<file path="src/verilog/wrw_pkg.sv">
// shared constants and types of the windowed reset watchdog
// assumes a 100 MHz clock_in and a 32-bit AXI4-Lite register bus
package wrw_pkg;

   // ==========================================================
   // register bus
   localparam int ADDR_W = 8;
   localparam int DATA_W = 32;
   localparam int STRB_W = 4;
   localparam int STRB_LANE0 = 0;
   localparam logic [7:0] CTRL_OFFSET = 8'h00;
   localparam logic [7:0] STATUS_OFFSET = 8'h04;
   localparam logic [1:0] RESP_OKAY = 2'h0;
   localparam logic [1:0] RESP_SLVERR = 2'h2;

   // ==========================================================
   // control register layout
   localparam int CTRL_W = 8;
   localparam int CNT_W = 7;
   localparam int ACT_BIT = 7;
   localparam int TOP_BIT = 6;
   localparam logic [7:0] CTRL_RESET = 8'h7f;
   localparam logic [6:0] ROLL_FROM = 7'h40;
   localparam logic [6:0] CNT_ONE = 7'h01;

   // ==========================================================
   // status register layout
   localparam int ST_W = 4;
   localparam int ST_ACTIVE_BIT = 0;
   localparam int ST_PULSE_BIT = 1;
   localparam int ST_HW_OPT_BIT = 2;
   localparam int ST_HALT_OPT_BIT = 3;

   // ==========================================================
   // option straps
   localparam int OPT_N = 2;
   localparam int OPT_HW = 0;
   localparam int OPT_HALT = 1;

   // ==========================================================
   // timing
   localparam int CLK_MHZ = 100;
   localparam int PRESCALE_DEFAULT = 16384;
   localparam int PRESC_W = 15;
   localparam int PULSE_NS = 30000;
   localparam int PULSE_CYCLES = (PULSE_NS * CLK_MHZ + 999) / 1000;
   localparam int PULSE_W = 12;

   // ==========================================================
   // bus channel states
   typedef enum logic [1:0] {
      WS_COLLECT = 2'h0,
      WS_RESP = 2'h1
   } wrw_wr_state_t;

   typedef enum logic [1:0] {
      RS_IDLE = 2'h0,
      RS_DATA = 2'h1
   } wrw_rd_state_t;

endpackage

</file>
<file path="src/verilog/wrw_pulse_gen.sv">
// reset pulse timer of the watchdog
// assumes start_in comes from logic on clock_in
`timescale 1ns/1ps

module wrw_pulse_gen (
   // clock, reset, enable
   input wire logic clock_in,
   input wire logic rst_in,
   input wire logic ce_in,
   // request
   input wire logic start_in,
   // pulse state
   output logic busy_out
);

   // ==========================================================
   // state
   typedef struct packed {
      logic busy;
      logic [wrw_pkg::PULSE_W-1:0] count;
   } wrw_pulse_state_t;

   localparam logic [wrw_pkg::PULSE_W-1:0] LAST_COUNT =
      wrw_pkg::PULSE_W'(wrw_pkg::PULSE_CYCLES - 1);

   wrw_pulse_state_t state_reg;
   wrw_pulse_state_t state_next;

   // ==========================================================
   // pulse of fixed length, new starts ignored while busy
   always_comb begin
      state_next = state_reg;
      if (state_reg.busy) begin
         if (state_reg.count == LAST_COUNT) begin
            state_next.busy = 1'b0;
            state_next.count = '0;
         end else begin
            state_next.count = state_reg.count + 1'b1;
         end
      end else if (start_in) begin
         state_next.busy = 1'b1;
         state_next.count = '0;
      end
   end

   // state register, frozen while ce_in is low
   always_ff @(posedge clock_in) begin
      if (rst_in) begin
         state_reg <= '0;
      end else if (ce_in) begin
         state_reg <= state_next;
      end
   end

   assign busy_out = state_reg.busy;

endmodule // wrw_pulse_gen

</file>
<file path="src/verilog/wrw_top.sv">
// windowed reset watchdog: free-running down-counter, prescaler,
// reset pulse generation and an AXI4-Lite register slave
// assumes AXI4-Lite master and halt_in on clock_in; option straps
// arrive from outside the clock domain
// all outputs are registered; ce_in low freezes every flip-flop
//
// Functional notes
// - counter decrements every 16384 prescaler cycles
// - six low bits set 64 timeout steps
// - active and 40h to 3Fh starts reset pulse
// - counter keeps counting while watchdog inactive
// - control writes leave prescaler phase untouched
// - watchdog inactive after every reset
// - once active, only reset deactivates
// - activation with top bit clear resets at once
// - halt while active generates a reset
// - option strap selects reset on halt
// - option strap selects hardware watchdog mode
// - hardware mode: always active, activation ignored
// - control holds activation bit7, counter 6:0, 7Fh
// - software sets activation, only reset clears
//
// Our own choices: the address map and the AXI4-Lite interface to the registers.
`timescale 1ns/1ps

module wrw_top #(
   parameter int PRESCALE_CYCLES = wrw_pkg::PRESCALE_DEFAULT
) (
   // clock, reset, enable
   input wire logic clock_in,
   input wire logic rst_in,
   input wire logic ce_in,
   // axi4-lite write address
   input wire logic [wrw_pkg::ADDR_W-1:0] s_axi_awaddr_in,
   input wire logic s_axi_awvalid_in,
   output logic s_axi_awready_out,
   // axi4-lite write data
   input wire logic [wrw_pkg::DATA_W-1:0] s_axi_wdata_in,
   input wire logic [wrw_pkg::STRB_W-1:0] s_axi_wstrb_in,
   input wire logic s_axi_wvalid_in,
   output logic s_axi_wready_out,
   // axi4-lite write response
   output logic [1:0] s_axi_bresp_out,
   output logic s_axi_bvalid_out,
   input wire logic s_axi_bready_in,
   // axi4-lite read address
   input wire logic [wrw_pkg::ADDR_W-1:0] s_axi_araddr_in,
   input wire logic s_axi_arvalid_in,
   output logic s_axi_arready_out,
   // axi4-lite read data
   output logic [wrw_pkg::DATA_W-1:0] s_axi_rdata_out,
   output logic [1:0] s_axi_rresp_out,
   output logic s_axi_rvalid_out,
   input wire logic s_axi_rready_in,
   // cpu and option straps
   input wire logic halt_in,
   input wire logic hw_watchdog_opt_in,
   input wire logic halt_reset_option_in,
   // chip reset request
   output logic wdg_reset_n_out
);

   // ==========================================================
   // state
   typedef struct packed {
      // bus channel states and captures
      wrw_pkg::wrw_wr_state_t wr_state;
      wrw_pkg::wrw_rd_state_t rd_state;
      logic aw_have;
      logic [wrw_pkg::ADDR_W-1:0] waddr;
      logic w_have;
      logic [wrw_pkg::DATA_W-1:0] wdata;
      logic [wrw_pkg::STRB_W-1:0] wstrb;
      logic awready;
      logic wready;
      logic bvalid;
      logic [1:0] bresp;
      logic arready;
      logic rvalid;
      logic [wrw_pkg::DATA_W-1:0] rdata;
      logic [1:0] rresp;
      // option strap synchroniser
      logic [wrw_pkg::OPT_N-1:0] opt_meta;
      logic [wrw_pkg::OPT_N-1:0] opt_sync;
      // watchdog core
      logic [wrw_pkg::PRESC_W-1:0] presc;
      logic activation_bit;
      logic [wrw_pkg::CNT_W-1:0] counter;
      // pin register
      logic reset_n;
   } wrw_state_t;

   // reset image: inactive, counter at top, pin released
   // every other field, bus state included, starts at zero
   localparam wrw_state_t STATE_RESET = '{
      wr_state: wrw_pkg::WS_COLLECT,
      rd_state: wrw_pkg::RS_IDLE,
      activation_bit: wrw_pkg::CTRL_RESET[wrw_pkg::ACT_BIT],
      counter: wrw_pkg::CTRL_RESET[wrw_pkg::CNT_W-1:0],
      reset_n: 1'b1,
      default: '0
   };

   // last prescaler count of one period
   // the parameter must not exceed two to the prescaler width
   localparam logic [wrw_pkg::PRESC_W-1:0] PRESC_LAST =
      wrw_pkg::PRESC_W'(PRESCALE_CYCLES - 1);

   wrw_state_t state_reg;
   wrw_state_t state_next;

   // ==========================================================
   // combinational helpers
   // only ctrl_write and read_word are set at the top of their process; pulse_busy comes from u_pulse
   logic presc_tick;
   logic ctrl_write;
   logic eff_active;
   logic fire;
   logic pulse_busy;
   logic [wrw_pkg::DATA_W-1:0] read_word;

   // ==========================================================
   // address decode, used by both channels
   // only aligned words at the two mapped offsets hit; all
   // other addresses answer with an error and change nothing
   function automatic logic reg_hit(input logic [wrw_pkg::ADDR_W-1:0] addr);
      reg_hit = (addr == wrw_pkg::CTRL_OFFSET) ||
                (addr == wrw_pkg::STATUS_OFFSET);
   endfunction

   // status word from the watchdog's own state
   function automatic logic [wrw_pkg::ST_W-1:0] status_bits(
      input logic active,
      input logic busy,
      input logic [wrw_pkg::OPT_N-1:0] opts
   );
      logic [wrw_pkg::ST_W-1:0] bits;
      bits = '0;
      bits[wrw_pkg::ST_ACTIVE_BIT] = active;
      bits[wrw_pkg::ST_PULSE_BIT] = busy;
      bits[wrw_pkg::ST_HW_OPT_BIT] = opts[wrw_pkg::OPT_HW];
      bits[wrw_pkg::ST_HALT_OPT_BIT] = opts[wrw_pkg::OPT_HALT];
      status_bits = bits;
   endfunction

   // ==========================================================
   // read data mux, unmapped and reserved bits read as zero
   // muxed from the address pins, captured when ar is taken
   always_comb begin
      read_word = '0;
      if (s_axi_araddr_in == wrw_pkg::CTRL_OFFSET) begin
         read_word = wrw_pkg::DATA_W'({state_reg.activation_bit,
                                       state_reg.counter});
      end else if (s_axi_araddr_in == wrw_pkg::STATUS_OFFSET) begin
         read_word = wrw_pkg::DATA_W'(status_bits(
            state_reg.activation_bit | state_reg.opt_sync[wrw_pkg::OPT_HW],
            pulse_busy, state_reg.opt_sync));
      end
   end

   // ==========================================================
   // next state
   // bus timing, write: address and data may be taken at
   // one edge or apart; once both are held the write lands
   // and bvalid rises at the following edge
   // bus timing, read: rvalid rises at the edge that takes
   // the address, with data muxed from that cycle's state
   // the readies are registered, so a new request is taken
   // at the earliest one edge after its response handshake
   // counter: a control write and a prescaler strobe in the
   // same cycle let the write win and the strobe is lost
   // writes never touch the prescaler phase, so the real
   // timeout spreads over up to one prescaler period
   // activation only ever sets here; clearing it needs rst_in
   // triggers are gated by the effective active state, the
   // activation after this cycle's write or hardware mode
   // a trigger while the pulse runs is dropped on purpose,
   // the chip holds the block in reset from the pulse anyway
   // every helper below is given a value on every path so
   // that no latch can form
   always_comb begin
      state_next = state_reg;
      ctrl_write = 1'b0;

      // option straps: two flip-flops before use
      // straps are quasi-static; a change mid-run takes effect
      // two enabled edges later, never in the same cycle
      state_next.opt_meta[wrw_pkg::OPT_HW] = hw_watchdog_opt_in;
      state_next.opt_meta[wrw_pkg::OPT_HALT] = halt_reset_option_in;
      state_next.opt_sync = state_reg.opt_meta;

      // write channels: address and data taken in either order
      case (state_reg.wr_state)
         wrw_pkg::WS_COLLECT: begin
            if (s_axi_awvalid_in && state_reg.awready) begin
               state_next.aw_have = 1'b1;
               state_next.waddr = s_axi_awaddr_in;
            end
            if (s_axi_wvalid_in && state_reg.wready) begin
               state_next.w_have = 1'b1;
               state_next.wdata = s_axi_wdata_in;
               state_next.wstrb = s_axi_wstrb_in;
            end
            if (state_reg.aw_have && state_reg.w_have) begin
               state_next.aw_have = 1'b0;
               state_next.w_have = 1'b0;
               state_next.bvalid = 1'b1;
               state_next.wr_state = wrw_pkg::WS_RESP;
               if (reg_hit(state_reg.waddr)) begin
                  state_next.bresp = wrw_pkg::RESP_OKAY;
                  ctrl_write = (state_reg.waddr == wrw_pkg::CTRL_OFFSET) &&
                               state_reg.wstrb[wrw_pkg::STRB_LANE0];
               end else begin
                  state_next.bresp = wrw_pkg::RESP_SLVERR;
               end
            end
         end
         wrw_pkg::WS_RESP: begin
            if (s_axi_bready_in) begin
               state_next.bvalid = 1'b0;
               state_next.wr_state = wrw_pkg::WS_COLLECT;
            end
         end
         default: begin
            state_next.bvalid = 1'b0;
            state_next.wr_state = wrw_pkg::WS_COLLECT;
         end
      endcase
      state_next.awready = (state_next.wr_state == wrw_pkg::WS_COLLECT) &&
                           !state_next.aw_have;
      state_next.wready = (state_next.wr_state == wrw_pkg::WS_COLLECT) &&
                          !state_next.w_have;

      // read channels: one read at a time
      case (state_reg.rd_state)
         wrw_pkg::RS_IDLE: begin
            if (s_axi_arvalid_in && state_reg.arready) begin
               state_next.rvalid = 1'b1;
               state_next.rdata = read_word;
               state_next.rresp = reg_hit(s_axi_araddr_in) ?
                                  wrw_pkg::RESP_OKAY : wrw_pkg::RESP_SLVERR;
               state_next.rd_state = wrw_pkg::RS_DATA;
            end
         end
         wrw_pkg::RS_DATA: begin
            if (s_axi_rready_in) begin
               state_next.rvalid = 1'b0;
               state_next.rd_state = wrw_pkg::RS_IDLE;
            end
         end
         default: begin
            state_next.rvalid = 1'b0;
            state_next.rd_state = wrw_pkg::RS_IDLE;
         end
      endcase
      state_next.arready = (state_next.rd_state == wrw_pkg::RS_IDLE);

      // prescaler: free-running, never cleared by writes
      // wraps at the parameter value; the default gives one
      // strobe per 16384 cycles of the clock
      presc_tick = (state_reg.presc == PRESC_LAST);
      if (presc_tick) begin
         state_next.presc = '0;
      end else begin
         state_next.presc = state_reg.presc + 1'b1;
      end

      // counter: load on write, else step down on every strobe
      // keeps counting while inactive and wraps from zero to
      // the top value
      if (ctrl_write) begin
         state_next.counter = state_reg.wdata[wrw_pkg::CNT_W-1:0];
         state_next.activation_bit = state_reg.activation_bit |
                                     state_reg.wdata[wrw_pkg::ACT_BIT];
      end else if (presc_tick) begin
         state_next.counter = state_reg.counter - wrw_pkg::CNT_ONE;
      end

      // hardware mode overrides the activation bit
      eff_active = state_next.activation_bit |
                   state_reg.opt_sync[wrw_pkg::OPT_HW];

      // reset causes: rollover, forced top-bit clear, halt
      // rollover is checked on the old counter value, so a write
      // landing on the strobe cycle cancels the rollover as well
      // halt is a same-clock strobe from the core, read unsynced
      fire = 1'b0;
      if (eff_active) begin
         if (presc_tick && !ctrl_write &&
             state_reg.counter == wrw_pkg::ROLL_FROM) begin
            fire = 1'b1;
         end
         if (ctrl_write && !state_reg.wdata[wrw_pkg::TOP_BIT]) begin
            fire = 1'b1;
         end
         if (halt_in && state_reg.opt_sync[wrw_pkg::OPT_HALT]) begin
            fire = 1'b1;
         end
      end

      // reset pin follows the pulse timer
      state_next.reset_n = !pulse_busy;
   end

   // ==========================================================
   // state register, frozen while ce_in is low
   // reset restores the inactive image: activation clear,
   // counter at its top value, prescaler phase at zero
   always_ff @(posedge clock_in) begin
      if (rst_in) begin
         state_reg <= STATE_RESET;
      end else if (ce_in) begin
         state_reg <= state_next;
      end
   end

   // ==========================================================
   // reset pulse timer
   // the timer fixes the pulse length; the pin register
   // follows its busy flag one cycle later, which keeps the
   // request glitch-free and straight from a flip-flop
   wrw_pulse_gen u_pulse (
      .clock_in (clock_in),
      .rst_in (rst_in),
      .ce_in (ce_in),
      .start_in (fire),
      .busy_out (pulse_busy)
   );

   // ==========================================================
   // outputs, all straight from state flip-flops
   // the pin is active low and idles high, also in reset
   // read data and responses hold until their handshake
   assign s_axi_awready_out = state_reg.awready;
   assign s_axi_wready_out = state_reg.wready;
   assign s_axi_bresp_out = state_reg.bresp;
   assign s_axi_bvalid_out = state_reg.bvalid;
   assign s_axi_arready_out = state_reg.arready;
   assign s_axi_rdata_out = state_reg.rdata;
   assign s_axi_rresp_out = state_reg.rresp;
   assign s_axi_rvalid_out = state_reg.rvalid;
   assign wdg_reset_n_out = state_reg.reset_n;

endmodule // wrw_top

</file>
<file path="config.mk">
export PLATFORM = sky130hd
export DESIGN_NAME = wrw_top
export DESIGN_NICKNAME = d
export VERILOG_FILES = /design/src/verilog/wrw_pkg.sv /design/src/verilog/wrw_pulse_gen.sv /design/src/verilog/wrw_top.sv
export SDC_FILE = /design/constraint.sdc
export NUM_CORES = 1
export LEC_CHECK = 0
export BUFFER_PORTS_ARGS = -buffer_cell sky130_fd_sc_hd__buf_2
export CAP_MARGIN = 20
export CORE_MARGIN = 5
export CORE_UTILIZATION = 41
export CTS_CLUSTER_DIAMETER = 30
export DETAILED_ROUTE_END_ITERATION = 8
export GPL_ROUTABILITY_DRIVEN = 1
export GPL_TIMING_DRIVEN = 0
export PLACE_DENSITY_LB_ADDON = 0.1
export SKIP_CTS_REPAIR_TIMING = 1
export SYNTH_ARGS = -nofsm -noshare
export SYNTH_HDL_FRONTEND = slang
export SYNTH_SLANG_ARGS = --single-unit
</file>
<file path="constraint.sdc">
create_clock -name clock_in -period 5.9 [get_ports clock_in]
set_input_delay 0 -clock clock_in [delete_from_list [all_inputs] [get_ports clock_in]]
set_output_delay 0 -clock clock_in [all_outputs]
set_load 0.05 [all_outputs]
</file>
# Word level (Yosys, flattened, before mapping)
# Index checks and enable logic that the tools add are counted.
[op_classes] n_addsub=3 eq_ne=11 mux=36 n_bitwise=3 reduce_logical=34
[ops] op="two-way mux 46 bit" count=1
[ops] op="two-way mux 37 bit" count=1
[ops] op="two-way mux 35 bit" count=1
[ops] op="two-way mux 13 bit" count=2
[ops] op="AND reduction 3 bit" count=6
[ops] op="== test 8 x 3 -> 1 bit, second input constant" count=2
[ops] op="zero test 8 bit" count=2
[ops] op="adder 15 x 1 -> 15 bit, second input constant" count=1
[ops] op="== test 15 x 14 -> 1 bit, second input constant" count=1
[ops] op="two-way mux 15 bit" count=1
[ops] op="two-way mux 7 bit" count=2
[ops] op="two-way mux 1 bit" count=13
[ops] op="adder 12 x 1 -> 12 bit, second input constant" count=1
[ops] op="== test 12 bit, second input constant" count=1
[ops] op="two-way mux 12 bit" count=1
[ops] op="two-way mux 2 bit" count=6
[ops] op="logical AND 1 bit" count=11
[ops] op="two-way mux 9 bit" count=1
[ops] op="zero test 2 bit" count=4
[ops] op="two-way mux 8 bit" count=1
[ops] op="!= test 2 bit, second input constant" count=4
[ops] op="one-hot mux 2 bit (2 select lines)" count=2
[ops] op="== test 7 bit, second input constant" count=1
[ops] op="subtractor 7 x 1 -> 7 bit, second input constant" count=1
[ops] op="9 further kinds" count=20
[totals] reg_bits=132 word_cells=110

# Logic depth before layout (Yosys ltp)
[depth] word_depth=14 ltp_mapped=7 depth_no_buf=6

# Cells and area by module
# Synthesis repeated with hierarchy kept, for this count alone.
[hier_totals] hier_cells=421 hier_area_um2=3773.6
[by_module_without_submodules] module="wrw_top" n_inst=1 cells_per_inst=348 area_per_inst_um2=3141.8
[by_module_without_submodules] module="wrw_pulse_gen" n_inst=1 cells_per_inst=73 area_per_inst_um2=631.9

# Worst setup path after synthesis
# No wires, ideal clock.
[synth_timing] kind="register to register" startpoint="reg state_reg[9] (netlist bit)" endpoint="reg state_reg[3] (netlist bit)" arrival_ps=1820 path_slack_ps=3966 path_stages_with_launch=8 n_path_buf=1 period_less_slack_ps=1934 cell_sequence="dfxtp_1 > ha_1 > nand4_1 > or2_2 > clkbuf_1 > o32ai_2 > o21ai_0 > a21o_1"
[synth_via] elab_chain_len=3
[synth_lines] element="from (decl)" line_no="wrw_top.sv:109" source="wrw_state_t state_reg;"
[synth_lines] element="from (signal assigned)" line_no="wrw_top.sv:313" source="state_reg <= state_next;"
[synth_lines] element="== test 15 x 14 -> 1 bit" line_no="wrw_top.sv:261" source="presc_tick = (state_reg.presc == PRESC_LAST);"
[synth_lines] element="nonzero test 2 bit (no line)"
[synth_lines] element="AND reduction 2 bit (no line)"
# Every way passes these cells.
# A chain may end at the register's enable or synchronous reset.

# Worst setup path in the final report
# Ends and elaborated chain as after synthesis.

==> summary.txt <==
Placement
  • Routability cong.: 0.783
  • Dpl hpwl: 7250 µm
  • IO Port Bufs: 51

Worst hold path
  • HP Class: primary input to register

Worst setup path
  • Arrival @ worst endpoint: 2.58 ns
  • Worst setup path class: register to register
  • Crit-path leading delay family: compound AO/OA/AOI/OAI gates
  • Worst path cell trace: ha_1, nand4_1, or2_2, clkbuf_1, o32ai_2, o21ai_0, a21o_1
  • Worst-path cell with the longest stage delay: o32ai_2
  • Startpoint types: register
  • Critical Path RT: 6.15 ns
  • Crit path buffers/inverters: 1
  • Max FO, Critical Path: 7
  • Reg2reg setup slack: 3.57 ns
  • Crit. End Element: register
  • Max incr delay on CP: 0.46 ns

CTS
  • Clock buffer depth: 2
  • CTS Sinks: 79
  • CTS tree: built
  • H-tree Lvls: 3
  • TritonCTS Buffers: 9
  • Later-pin clock latency in the skew report: 0.35 ns
  • Clk pin slew, worst setup/hold paths: 0.08 ns
  • Root Buffer: clkbuf_8

STA
  • Fin crit period: 2.33 ns
  • Final setup viols: 0
  • Hold violation count in the final report: 0
  • Relative max-transition margin: 52.5%
  • Hold Slack: 0.0133 ns
  • Fin crit share: 39.5%
  • Unrepaired setup endpoints after global routing: no
  • Measured slew at the worst slew-check pin: 0.709 ns
  • F_max: 429 MHz
  • Slew Limit Fails: 0
  • Setup TNS: 0 ns
  • Max Clock Skew: 0.00523 ns

Drt
  • DR WL/cell: 13.9 µm
  • DRT Pass-1 Iters: 4
  • ANT nets after route: 0
  • Vias per cell: 5.06
  • DRC Markers: 0
  • DR iter-0 viols: 120
  • Via count: 3539
  • Routed wire length: 9740 µm

Global route
  • Initial antenna violation count: 0
  • Gr ovfl total: 0
  • Vias in the first global route: 3395
  • Largest net degree at the start of global routing: 14
  • First-pass GRT wire length: 16300 µm
  • GRT Util Overall: 17.3%

Yosys
  • Post-synth EDFFs: 0
  • Yosys warns: 0
  • Cell type with the largest total area after synthesis: dfxtp_1
  • Xor-xnor portion of the synthesized cell area: 2.44%
  • Top cell type's share of synthesized area: 40.1%
  • Most common cell in the netlist: dfxtp_1
  • Synthesized area: 0.00394 mm²
  • Synth area leaders: dfxtp_1, buf_4, nor2_1
  • Mux cell area share after synthesis: 6.73%
  • Register area share after synthesis: 40.1%
  • Most frequent cells after synthesis: dfxtp_1, nor2_1, buf_4
  • Post-Synth Simple-Gate Area: 23.7%
  • Top FF cell, synth: dfxtp_1
  • Largest family of logic cells by synthesized area: simple AND/OR/NAND/NOR gates
  • Distinct cell type count after synthesis: 63
  • Synthesized-area fraction occupied by adder cells: 1.27%
  • #FFs+latches synth: 79
  • Mapped Cells: 460
  • Syn Area/Cell: 8.57 µm²
  • Asr flop ratio synth: 0%
  • Compound-cell area share of the yosys netlist: 15.7%

Final layout
  • # diodes: 0
  • Layout cells sized above 1: 21.0%
  • Area Overhead vs Synth: 24.0%
  • # fillers: 894
  • Max reg flops: 48
  • Total Nets Final: 634

Die
  • Die Area: 0.0117 mm²
  • Height of the die: 108 µm
  • Row Count: 35
  • Io pins: 105
  • DIE WIDTH: 108 µm
  • Initial Utilization: 42.3%
  • Core Area: 0.00933 mm²

Pwr
  • Leakage: 2.08 nW
  • Maximum vdd drop: 0.136 mV
  • Pwr Density: 239 mW/mm²

Outcome
  • Status: completed

Flow run
  • Max-cap violations: 0
## cell type report
class	instances	area, µm²	share of cell area [%]
well taps	129	161	3.30
clock buffers	10	128	2.61
plain buffers	56	345	7.07
multi-input cells	337	2060	42.1
repair buffers	71	455	9.32
flip-flops and latches	79	1580	32.4
clock inverters	5	108	2.20
inverters	13	48.8	0.998
## report_power, final
part / switching (mW) / internal (mW) / total [mW]
clock: 0.204 / 0.281 / 0.484
combinational: 0.0858 / 0.0479 / 0.134
sequential: 0.00744 / 0.541 / 0.549
total: 0.297 / 0.870 / 1.17
## placed cells by master, fill, tap and decap left out, types with 3 or more instances in the layout
| cell | count |
|---|---|
| dfxtp_1 | 79 |
| nor2_1 | 67 |
| buf_2 | 51 |
| buf_4 | 36 |
| nand2_1 | 32 |
| conb_1 | 26 |
| mux2i_1 | 22 |
| a21oi_1 | 20 |
| dlygate4sd3_1 | 20 |
| clkbuf_1 | 19 |
| o21ai_0 | 17 |
| nand4_1 | 15 |
| inv_1 | 13 |
| nor3_1 | 12 |
| nand3_1 | 11 |
| a22oi_1 | 11 |
| clkbuf_8 | 9 |
| xor2_1 | 8 |
| nor4_1 | 6 |
| o211ai_1 | 6 |
| or3_1 | 5 |
| a211oi_1 | 5 |
| and4_1 | 4 |
| and3_1 | 4 |
| mux2_2 | 4 |
| o22ai_1 | 4 |
| ha_1 | 4 |
| or2_2 | 3 |
| o31ai_1 | 3 |
| nand2b_1 | 3 |
| xnor2_1 | 3 |
| bufinv_16 | 3 |
## path summary, 6_finish.rpt
check | startpoint | endpoint | depth (start not counted)
worst max-delay path | state_reg[9] | state_reg[3] | 7
worst min-delay path | s_axi_wvalid_in | s_axi_wready_out | 3
worst max register to register | state_reg[9] | state_reg[3] | 7
worst min register to register | s_axi_rresp_out[1] | s_axi_rresp_out[1] | 2
## cells by family (layout without fill, tap and decap cells)
logic type	after synthesis	count (layout)
XOR/XNOR	11	11
other	1	26
AND/OR/NAND/NOR	181	181
AO/OA/AOI/OAI	89	89
buffers and inverters	69	155
adder cells (fa/ha/maj)	4	4
flip-flops	79	79
multiplexers	26	26
## metal layers
metal	track usage, %	vias up	wire length [µm]
li1	-	1805	-
met5	0	-	0
met2	29.6	77	4800
met1	21.9	1647	4380
met4	4.51	0	101
met3	3.94	10	458
## per-stage QoR
stage	utilization (%)	power [mW]	setup slack [ns]	cells	cell area, µm²
6_report	52.4	1.17	3.57	700	4890
5_1_grt	52.4	1.21	3.35	700	4890
4_1_cts	50.2	1.17	3.58	680	4690
3_5_place_dp	47.7	0.684	3.60	665	4450
3_3_place_gp	47.7	0.683	3.60	665	4450
2_1_floorplan	-	0.654	3.97	485	4040
## worst reg2reg max path, stage by stage, from the launching register on
cell      delay, ns
dfxtp_1        0.39
ha_1           0.21
nand4_1        0.25
or2_2          0.35
clkbuf_1       0.21
o32ai_2        0.46
o21ai_0        0.17
a21o_1         0.20
No activity file was read; power rests on OpenSTA's default activity.
